## src/trip_matrix_defs.svh

```systemverilog
// register map, field positions, reset values for the trip latch and output matrix
// assumes a 32-bit apb bus with word-aligned registers
`ifndef TRIP_MATRIX_DEFS_SVH
`define TRIP_MATRIX_DEFS_SVH

`define ADDR_W 8
`define OFS_BLOCKING 8'h00
`define OFS_START_TRIP 8'h04
`define OFS_SIGNAL_ROUTE 8'h08
`define OFS_AUX_ROUTE 8'h0c
`define OFS_FUNC_ONE 8'h10
`define OFS_IRQ_STATUS 8'h14
`define OFS_IRQ_MASK 8'h18
`define OFS_OUT_STATE 8'h1c
`define OFS_CURRENTS 8'h20
`define OFS_RECORDED 8'h24

`define RST_BLOCKING 8'h00
`define RST_START_TRIP 8'hab
`define RST_SIGNAL_ROUTE 8'ha5
`define RST_AUX_ROUTE 8'h00
`define RST_FUNC_ONE 8'h00

// blocking_control_switches bits (switch n at bit n-1)
`define BLK_STAGE_LSB 0
`define BLK_PHASE_LATCH 5
`define BLK_EARTH_LATCH 6
`define BLK_REMOTE_RESET 7
// function_switch_group_one bit of switch 4
`define FUNC_BREAKER_FAIL 3

// interrupt status bits
`define IRQ_W 4
`define IRQ_MAIN_TRIP 0
`define IRQ_AUX_TRIP 1
`define IRQ_LATCH_CLEAR 2
`define IRQ_EXT_CTRL 3

`define STAGES 4
`define PHASE_W 6
`define RESIDUAL_W 5
`define RESIDUAL_MAX 5'h15

`endif

```

## src/trip_matrix_pkg.sv

```systemverilog
// types for the trip latch and output matrix
// assumes trip_matrix_defs.svh is on the include path
`include "trip_matrix_defs.svh"

package trip_matrix_pkg;

   typedef struct packed {
      logic [7:0] blocking;
      logic [7:0] start_trip;
      logic [7:0] signal_route;
      logic [7:0] aux_route;
      logic [7:0] func_one;
      logic [`IRQ_W-1:0] irq_status;
      logic [`IRQ_W-1:0] irq_mask;
      logic phase_latch;
      logic earth_latch;
      logic [2:0] ext_sync;
      logic [2:0] rst_btn_sync;
      logic [2:0] prog_btn_sync;
      logic ext_q;
      logic rst_btn_q;
      logic prog_btn_q;
      logic main_trip;
      logic aux_trip;
      logic first_start;
      logic second_signal;
      logic third_signal;
      logic [`PHASE_W-1:0] l1;
      logic [`PHASE_W-1:0] l2;
      logic [`PHASE_W-1:0] l3;
      logic [`RESIDUAL_W-1:0] residual;
      logic [`PHASE_W-1:0] rec_l1;
      logic [`PHASE_W-1:0] rec_l2;
      logic [`PHASE_W-1:0] rec_l3;
      logic [`RESIDUAL_W-1:0] rec_residual;
      logic ack;
      logic err;
      logic [31:0] rdata;
   } trip_state_t;

endpackage

```

## src/trip_latch_output_matrix.sv

```systemverilog
// trip latching, latch reset and output routing matrices of a protection relay
// assumes stage start/operate and currents come from logic on clk; buttons and
// external control input are pins; software reaches registers over apb
`timescale 1ns/1ps

module trip_latch_output_matrix
   import trip_matrix_pkg::*;
(
   input wire logic clk,
   input wire logic rst_b,
   input wire logic psel,
   input wire logic penable,
   input wire logic pwrite,
   input wire logic [31:0] paddr,
   input wire logic [31:0] pwdata,
   output logic [31:0] prdata,
   output logic pready,
   output logic pslverr,
   input wire logic [`STAGES-1:0] stage_start,
   input wire logic [`STAGES-1:0] stage_operate,
   input wire logic breaker_failure,
   input wire logic external_control_input,
   input wire logic reset_button,
   input wire logic program_button,
   input wire logic [`PHASE_W-1:0] phase_l1_current,
   input wire logic [`PHASE_W-1:0] phase_l2_current,
   input wire logic [`PHASE_W-1:0] phase_l3_current,
   input wire logic [`RESIDUAL_W-1:0] residual_current,
   output logic main_trip_output,
   output logic aux_trip_output,
   output logic first_start_output,
   output logic second_signal_output,
   output logic third_signal_output,
   output logic irq,
   output logic [`PHASE_W-1:0] phase_l1_shown,
   output logic [`PHASE_W-1:0] phase_l2_shown,
   output logic [`PHASE_W-1:0] phase_l3_shown,
   output logic [`RESIDUAL_W-1:0] residual_shown
);

   trip_state_t state_r;
   trip_state_t state_nxt;

   logic [`STAGES-1:0] start_ok;
   logic [`STAGES-1:0] oper_ok;
   logic [`STAGES-1:0] to_start1;
   logic [`STAGES-1:0] to_trip_phase;
   logic [`STAGES-1:0] to_signal2;
   logic [`STAGES-1:0] to_signal3;
   logic [`STAGES-1:0] to_aux;

   // blocking and per-stage routing terms
   genvar g;
   generate
      for (g = 0; g < `STAGES; g++) begin : g_stage
         assign start_ok[g] = stage_start[g] &
            ~(state_r.blocking[`BLK_STAGE_LSB + g] & state_r.ext_q);
         assign oper_ok[g] = stage_operate[g] &
            ~(state_r.blocking[`BLK_STAGE_LSB + g] & state_r.ext_q);
         assign to_start1[g] = start_ok[g] & state_r.start_trip[2*g];
         assign to_trip_phase[g] = oper_ok[g] & state_r.start_trip[2*g+1];
         assign to_signal2[g] = oper_ok[g] & state_r.signal_route[2*g];
         assign to_signal3[g] = oper_ok[g] & state_r.signal_route[2*g+1];
         assign to_aux[g] = (start_ok[g] & state_r.aux_route[2*g]) |
            (oper_ok[g] & state_r.aux_route[2*g+1]);
      end
   endgenerate

   logic phase_trip;
   logic earth_trip;
   logic both_buttons;
   logic prog_only;
   logic remote_reset;
   logic latch_clear;
   logic records_clear;
   logic wr_en;
   logic setup;
   logic [`ADDR_W-1:0] addr;
   logic addr_ok;
   logic [31:0] rd_val;
   logic [`IRQ_W-1:0] events;

   assign phase_trip = to_trip_phase[0] | to_trip_phase[1];
   assign earth_trip = to_trip_phase[2] | to_trip_phase[3];
   assign both_buttons = state_r.rst_btn_q & state_r.prog_btn_q;
   assign prog_only = state_r.prog_btn_q & ~state_r.rst_btn_q;
   assign remote_reset = state_r.ext_q & state_r.blocking[`BLK_REMOTE_RESET] &
      (state_r.blocking[`BLK_PHASE_LATCH] | state_r.blocking[`BLK_EARTH_LATCH]);
   assign latch_clear = both_buttons | prog_only | remote_reset;
   // program alone leaves the recorded values alone
   assign records_clear = both_buttons | remote_reset;

   assign addr = paddr[`ADDR_W-1:0];
   assign addr_ok = (paddr[31:`ADDR_W] == 24'h000000) && (addr[1:0] == 2'h0) &&
      (addr <= `OFS_RECORDED);
   assign setup = psel & ~penable;
   assign wr_en = psel & penable & pready & pwrite & ~state_r.err;

   always_comb begin
      rd_val = 32'h00000000;
      case (addr)
         `OFS_BLOCKING: rd_val = {24'h000000, state_r.blocking};
         `OFS_START_TRIP: rd_val = {24'h000000, state_r.start_trip};
         `OFS_SIGNAL_ROUTE: rd_val = {24'h000000, state_r.signal_route};
         `OFS_AUX_ROUTE: rd_val = {24'h000000, state_r.aux_route};
         `OFS_FUNC_ONE: rd_val = {24'h000000, state_r.func_one};
         `OFS_IRQ_STATUS: rd_val = {28'h0000000, state_r.irq_status};
         `OFS_IRQ_MASK: rd_val = {28'h0000000, state_r.irq_mask};
         `OFS_OUT_STATE: rd_val = {23'h000000, state_r.ext_q, state_r.earth_latch,
            state_r.phase_latch, state_r.third_signal, state_r.second_signal,
            state_r.first_start, state_r.aux_trip, state_r.main_trip};
         `OFS_CURRENTS: rd_val = {9'h000, state_r.residual, state_r.l3, state_r.l2,
            state_r.l1};
         `OFS_RECORDED: rd_val = {9'h000, state_r.rec_residual, state_r.rec_l3,
            state_r.rec_l2, state_r.rec_l1};
         default: rd_val = 32'h00000000;
      endcase
   end

   always_comb begin
      state_nxt = state_r;

      // three-stage pin synchronisers, change accepted when last two agree
      state_nxt.ext_sync = {state_r.ext_sync[1:0], external_control_input};
      state_nxt.rst_btn_sync = {state_r.rst_btn_sync[1:0], reset_button};
      state_nxt.prog_btn_sync = {state_r.prog_btn_sync[1:0], program_button};
      if (state_r.ext_sync[1] == state_r.ext_sync[2]) begin
         state_nxt.ext_q = state_r.ext_sync[2];
      end
      if (state_r.rst_btn_sync[1] == state_r.rst_btn_sync[2]) begin
         state_nxt.rst_btn_q = state_r.rst_btn_sync[2];
      end
      if (state_r.prog_btn_sync[1] == state_r.prog_btn_sync[2]) begin
         state_nxt.prog_btn_q = state_r.prog_btn_sync[2];
      end

      // latches: an active operate keeps the latch set even during a clear
      if (latch_clear) begin
         state_nxt.phase_latch = 1'b0;
         state_nxt.earth_latch = 1'b0;
      end
      if (phase_trip & state_r.blocking[`BLK_PHASE_LATCH]) begin
         state_nxt.phase_latch = 1'b1;
      end
      if (earth_trip & state_r.blocking[`BLK_EARTH_LATCH]) begin
         state_nxt.earth_latch = 1'b1;
      end

      // without latching the trip follows the operate term directly
      state_nxt.main_trip = phase_trip | earth_trip | state_nxt.phase_latch |
         state_nxt.earth_latch;
      state_nxt.first_start = |to_start1;
      state_nxt.second_signal = |to_signal2;
      state_nxt.third_signal = |to_signal3;
      state_nxt.aux_trip = (|to_aux) |
         (state_r.func_one[`FUNC_BREAKER_FAIL] & breaker_failure);

      // measured values, residual saturates at its full-scale figure
      state_nxt.l1 = phase_l1_current;
      state_nxt.l2 = phase_l2_current;
      state_nxt.l3 = phase_l3_current;
      state_nxt.residual = (residual_current > `RESIDUAL_MAX) ? `RESIDUAL_MAX :
         residual_current;

      // values memorised at the moment of operation
      if (records_clear) begin
         state_nxt.rec_l1 = '0;
         state_nxt.rec_l2 = '0;
         state_nxt.rec_l3 = '0;
         state_nxt.rec_residual = '0;
      end
      if (phase_trip & ~state_r.main_trip) begin
         state_nxt.rec_l1 = state_r.l1;
         state_nxt.rec_l2 = state_r.l2;
         state_nxt.rec_l3 = state_r.l3;
      end
      if (earth_trip & ~state_r.main_trip) begin
         state_nxt.rec_residual = state_r.residual;
      end

      // apb: read data and error captured in setup, answered and written in the first access cycle
      state_nxt.ack = setup;
      if (setup) begin
         state_nxt.err = ~addr_ok;
         state_nxt.rdata = (addr_ok & ~pwrite) ? rd_val : 32'h00000000;
      end
      if (wr_en) begin
         case (addr)
            `OFS_BLOCKING: state_nxt.blocking = pwdata[7:0];
            `OFS_START_TRIP: state_nxt.start_trip = pwdata[7:0];
            `OFS_SIGNAL_ROUTE: state_nxt.signal_route = pwdata[7:0];
            `OFS_AUX_ROUTE: state_nxt.aux_route = pwdata[7:0];
            `OFS_FUNC_ONE: state_nxt.func_one = pwdata[7:0];
            `OFS_IRQ_MASK: state_nxt.irq_mask = pwdata[`IRQ_W-1:0];
            default: state_nxt.func_one = state_r.func_one;
         endcase
      end

      // sticky events: clear by writing one, a fresh event wins over the clear
      events = '0;
      events[`IRQ_MAIN_TRIP] = state_nxt.main_trip & ~state_r.main_trip;
      events[`IRQ_AUX_TRIP] = state_nxt.aux_trip & ~state_r.aux_trip;
      events[`IRQ_LATCH_CLEAR] = latch_clear & (state_r.phase_latch | state_r.earth_latch);
      events[`IRQ_EXT_CTRL] = state_nxt.ext_q & ~state_r.ext_q;
      if (wr_en && addr == `OFS_IRQ_STATUS) begin
         state_nxt.irq_status = state_r.irq_status & ~pwdata[`IRQ_W-1:0];
      end
      state_nxt.irq_status = state_nxt.irq_status | events;
   end

   always_ff @(posedge clk or negedge rst_b) begin
      if (!rst_b) begin
         state_r <= '0;
         state_r.blocking <= `RST_BLOCKING;
         state_r.start_trip <= `RST_START_TRIP;
         state_r.signal_route <= `RST_SIGNAL_ROUTE;
         state_r.aux_route <= `RST_AUX_ROUTE;
         state_r.func_one <= `RST_FUNC_ONE;
      end else begin
         state_r <= state_nxt;
      end
   end

   assign pready = state_r.ack;
   assign pslverr = state_r.ack & state_r.err;
   assign prdata = state_r.rdata;
   assign main_trip_output = state_r.main_trip;
   assign aux_trip_output = state_r.aux_trip;
   assign first_start_output = state_r.first_start;
   assign second_signal_output = state_r.second_signal;
   assign third_signal_output = state_r.third_signal;
   assign irq = |(state_r.irq_status & state_r.irq_mask);
   assign phase_l1_shown = state_r.l1;
   assign phase_l2_shown = state_r.l2;
   assign phase_l3_shown = state_r.l3;
   assign residual_shown = state_r.residual;

endmodule

```

## config.mk

```make
export PLATFORM = sky130hd
export DESIGN_NAME = trip_latch_output_matrix
export DESIGN_NICKNAME = d
export VERILOG_FILES = /design/src/trip_matrix_pkg.sv /design/src/trip_latch_output_matrix.sv
export VERILOG_INCLUDE_DIRS = /design/src
export SDC_FILE = /design/constraint.sdc
export NUM_CORES = 1
export LEC_CHECK = 0
export BUFFER_PORTS_ARGS = -buffer_cell sky130_fd_sc_hd__buf_2
export CAP_MARGIN = 20
export CORE_MARGIN = 5
export CORE_UTILIZATION = 53
export CTS_CLUSTER_DIAMETER = 40
export DETAILED_ROUTE_END_ITERATION = 16
export MAX_ROUTING_LAYER = met4
export PLACE_DENSITY = 0.8
export SYNTH_ARGS = -nofsm -noshare
export SYNTH_HDL_FRONTEND = slang
export SYNTH_SLANG_ARGS = --single-unit
```

## constraint.sdc

```tcl
create_clock -name clk -period 2.1 [get_ports clk]
set_input_delay 0.42 -clock clk [delete_from_list [all_inputs] [get_ports clk]]
set_output_delay 0.42 -clock clk [all_outputs]
set_load 0.03 [all_outputs]
```

Word level (Yosys, flattened, before mapping):

Index checks and enable logic that the tools add are counted.

* $add $sub $neg: 0
* multipliers: 0
* divide/modulo/power cells: 0
* magnitude comparators: 2
* equal/unequal tests: 12
* shift-type cells: 0
* muxes and demuxes: 11
* bitwise operators: 87
* reduce and logical (&&, ||, !) cells: 19

Operators by type and width (number)
* 23-bit case mux with 10 select lines: 1
* 1-bit AND: 56
* 8-bit by 5-bit == test with 1-bit output, second input constant: 4
* 32-bit two-way mux: 1
* 24-bit zero test: 1
* 23-bit two-way mux: 1
* 4-bit OR reduction: 5
* 18-bit two-way mux: 1
* 8-bit by 4-bit == test with 1-bit output, second input constant: 2
* 8-bit by 6-bit == test with 1-bit output, second input constant: 2
* 1-bit OR: 15
* 1-bit NOT: 12
* 2-bit AND reduction: 6
* 5-bit two-way mux: 2
* 4-bit AND: 2
* 8-bit by 3-bit == test with 1-bit output, second input constant: 1
* 8-bit by 6-bit <= comparator with 1-bit output, second input constant: 1
* 8-bit zero test: 1
* 5-bit greater-than comparator, second input constant: 1
* 4-bit two-way mux: 1
* 4-bit NOT: 1
* 4-bit OR: 1
* 2-bit nonzero test: 2
* 1-bit == test: 3
* 4 further kinds: 8

* register bits: 147
* bits in latches: 0
* RAM bits: 0
* ROM bits: 0
* bits of input ports: 104
* logic and storage cells: 162
* memories kept: 0

Logic depth before layout (Yosys ltp):

* word-level depth: 11
* gate-level depth with buffers: 7
* mapped depth without buffers: 5

Worst setup path before layout:

OpenSTA, ideal clock, no wires.

* path kind: register -> register
* start: register state_r (netlist bit pready)
* end: register state_r[115] (netlist bit)
* setup time: 0.125 ns
* data arrival time: 1.767 ns
* data required time: 1.975 ns
* path slack: 0.208 ns
* stages on the path, launching flop included: 5
* buffers on the path: 0
* period minus slack after synthesis: 1.892 ns
* cell sequence: dfrtp_1 > nand4_1 > nor2_1 > nand3_1 > mux2_2

* longest elaborated chain between the ends: 4

Ends and longest elaborated chain
* start: declaration: line trip_latch_output_matrix.sv:41 `trip_state_t state_r;`
* start signal: assignment: line trip_latch_output_matrix.sv:220 `state_r <= state_nxt;`
* 1-bit AND (3 in series): line trip_latch_output_matrix.sv:97 `assign wr_en = psel & penable & pready & pwrite & ~state_r.err;`
* 2-bit AND reduction (no line)

Every way passes these cells.
A chain may end at the register's enable or synchronous reset.

==> impl_metrics.json <==
{
  "slew_viol_final": 0,
  "numCtsBuffers": 17,
  "synth_edf_count": 0,
  "antenna_found_initial": 0,
  "crit_chain": "buf_4 -> a21boi_0 -> a22oi_1 -> o311ai_0 -> a22o_1",
  "grt_pass1_wl_mm": 26.6,
  "gp_congestion": 0.968,
  "routed_via_density": 5.83,
  "drive_gt1_frac": 0.390,
  "drc": 0,
  "num-fill-cells": 880,
  "tightest_slew_ns": 0.757,
  "drt_wl_total_mm": 16.7,
  "start_util": 0.537,
  "nNetsFinal": 784,
  "p_leak_nw": 3.72,
  "grt_pass1_vias": 5131,
  "grt_max_degree": 49,
  "whs_path_depth": 1,
  "slowest_stage": "dfrtp_1",
  "hp-start": "program_button",
  "status": "complete, no violations",
  "syn_inst": 567,
  "grt_usage": 0.244,
  "endpoint_kind": "register",
  "fin_crit_ns": 1.97,
  "die_x_um": 120,
  "required_ns": 2.41,
  "r2r_slack_ns": 0.13,
  "yosys_warnings": 0,
  "hold_end": "state_nxt[89]",
  "crit_fanout": 10,
  "mostFrequentLayoutCells": "buf_2 (132), dfrtp_1 (129), nand2_1 (90)",
  "avgSynthCellArea_um2": 11.3,
  "port_buffers": 133,
  "wl_per_cell_um": 19.9,
  "syn_to_final_growth_pct": 19.6,
  "cap_violations": 0,
  "clockBufferDepth": 2,
  "syn-cell-area_um2": 6430,
  "synthFlopType": "dfrtp_1",
  "clock.fmax_mhz": 508,
  "drtIter0Drc": 468,
  "vias": 4897,
  "gr-total-overflow": 0,
  "drt_first_pass_iters": 5,
  "ys_seq_area_frac": 0.539,
  "num_rows": 40,
  "core-area_um2": 12000,
  "fin_crit_sh": 0.937,
  "arrival_ns": 2.28,
  "hp-class": "input port to register",
  "cts_root_buffer": "clkbuf_16",
  "clk_pin_slew_worst_paths_ns": 0.06,
  "final_antenna_net_count": 0,
  "ir_drop_v": 0.000586,
  "postCtsSetupBuffers": 0,
  "p_total_w": 0.00613,
  "h-tree-depth": 4,
  "fin_setup_tns_ns": 0,
  "final_common_cell": "buf_2",
  "timing.rr.end": "state_r[103]",
  "r2r_start": "state_r[87]",
  "setup_violations": 0,
  "slew_headroom": 0.489,
  "r2r_cells": 5,
  "die_h_um": 120,
  "yosysUniqueCellTypes": 62,
  "setup.worst_path.class": "register to register",
  "cp-startpoint": "state_r[87]",
  "synth-seq-cells": 138,
  "cts.sinks": 138,
  "hold_viol_final": 0,
  "startpoint_type": "register",
  "clock_latency_ns": 0.43,
  "ioPinCount": 167,
  "num_antenna_cells": 0,
  "ys_async_sr_fraction": 1.00,
  "finClkSkew_ns": 0.0140,
  "dp_hpwl_mm": 12.3,
  "cts_tree": "yes",
  "power.density_nw_per_um2": 797,
  "rsz0062_at_grt": "false",
  "slowest_delay_ns": 0.55,
  "dieArea_um2": 14400
}
-- metrics by stage --
step / hold slack [ns] / cells / utilization / setup WS (ns) / cell area, um2
6_report: 0.0971 / 840 / 0.643 / 0.132 / 7690
5_1_grt: 0.0854 / 840 / 0.643 / 0.0364 / 7690
4_1_cts: 0.0919 / 839 / 0.641 / 0.0433 / 7670
3_5_place_dp: 0.338 / 806 / 0.590 / 0.00464 / 7060
3_3_place_gp: 0.333 / 806 / 0.590 / 0.0384 / 7060
2_1_floorplan: 0.124 / 575 / - / 0.208 / 6460
-- power breakdown --
part	switching, W	total (W)	internal [W]
logic	0.000277	0.000425	0.000148
registers	0.0000451	0.00275	0.00271
clock network	0.00113	0.00295	0.00182
-- sequential cells by signal (all words and copies together) (netlist names) --
name / count
third_signal_output: 1
residual_shown: 5
phase_l3_shown: 6
main_trip_output: 1
state_nxt: 6
phase_l1_shown: 6
phase_l2_shown: 6
prdata: 23
state_r: 80
aux_trip_output: 1
second_signal_output: 1
first_start_output: 1
pready: 1
-- cell usage after synthesis (all sizes together), types with 2 or more instances --
library cell,n,area share
dfrtp,129,0.50
nand2,92,0.055
buf,68,0.076
mux2,50,0.092
o21ai,48,0.037
a22oi,31,0.036
clkbuf,11,0.0066
nor2,11,0.0064
mux2i,10,0.016
dfstp,9,0.037
nand3,9,0.0070
nor4,9,0.016
a21o,7,0.0082
a21oi,7,0.0055
a21boi,6,0.0070
a22o,5,0.0068
inv,5,0.0029
and2,4,0.0039
and3,4,0.0039
nor2b,4,0.0051
nor3,4,0.0039
o22ai,4,0.0039
a2bb2oi,3,0.0041
a32oi,3,0.0041
mux4,3,0.011
nand4,3,0.0039
a222oi,2,0.0031
a31oi,2,0.0019
maj3,2,0.0031
nand2b,2,0.0019
nor4b,2,0.0037
o2bb2ai,2,0.0027
-- logic make-up (layout without fill, tap and decap cells) --
| group | Yosys count | count (layout) | synth area share |
|---|---|---|---|
| AOI/OAI and AO/OA | 129 | 129 | 0.133 |
| and+or+nand+nor | 150 | 150 | 0.120 |
| other | 1 | 9 | 0.000584 |
| muxes | 63 | 63 | 0.118 |
| adders and majority gates | 2 | 2 | 0.00312 |
| buffers and inverters | 84 | 202 | 0.0855 |
| DFF | 138 | 138 | 0.539 |
-- worst max path at each step --
| stage | cells after the start | to | slack [ns] |
|---|---|---|---|
| after floorplan | 5 | state_r[133] | 0.21 |
| after global placement | 5 | state_r[105] | 0.04 |
| after CTS | 6 | state_r[56] | 0.04 |
| final | 5 | state_r[103] | 0.13 |
| after detailed placement | 5 | state_r[105] | 0.005 |
| after global routing | 5 | state_r[103] | 0.04 |
-- area by class of cell --
type,count,area [um2],share of cell area
sequential,138,3460,0.451
multi-input combinational,353,2450,0.319
timing repair buffer,165,972,0.126
clock buffer,24,512,0.0666
tap,147,184,0.0239
clock inverter,8,83.8,0.0109
inverter,5,18.8,0.00244
-- critical path, delay by kind of cell (launching register included) --
kind | cells | cell delay (ns)
compound gates | 4 | 1.11
flops | 1 | 0.55
buf+inv | 1 | 0.20
-- layer usage --
metal / up-vias / GRT usage / share of wire
li1: 2194 / - / -
met5: - / - / 0
met3: 34 / 0.0627 / 0.062
met2: 211 / 0.396 / 0.50
met1: 2458 / 0.290 / 0.41
met4: 0 / 0.108 / 0.025
-- repair_timing --
item	CTS	global route
hold buffers	1	0
endpoints found under the setup margin	0	1
resized for setup	0	1
hold endpoints to repair	39	0
Power figures use the tool's default switching activity.
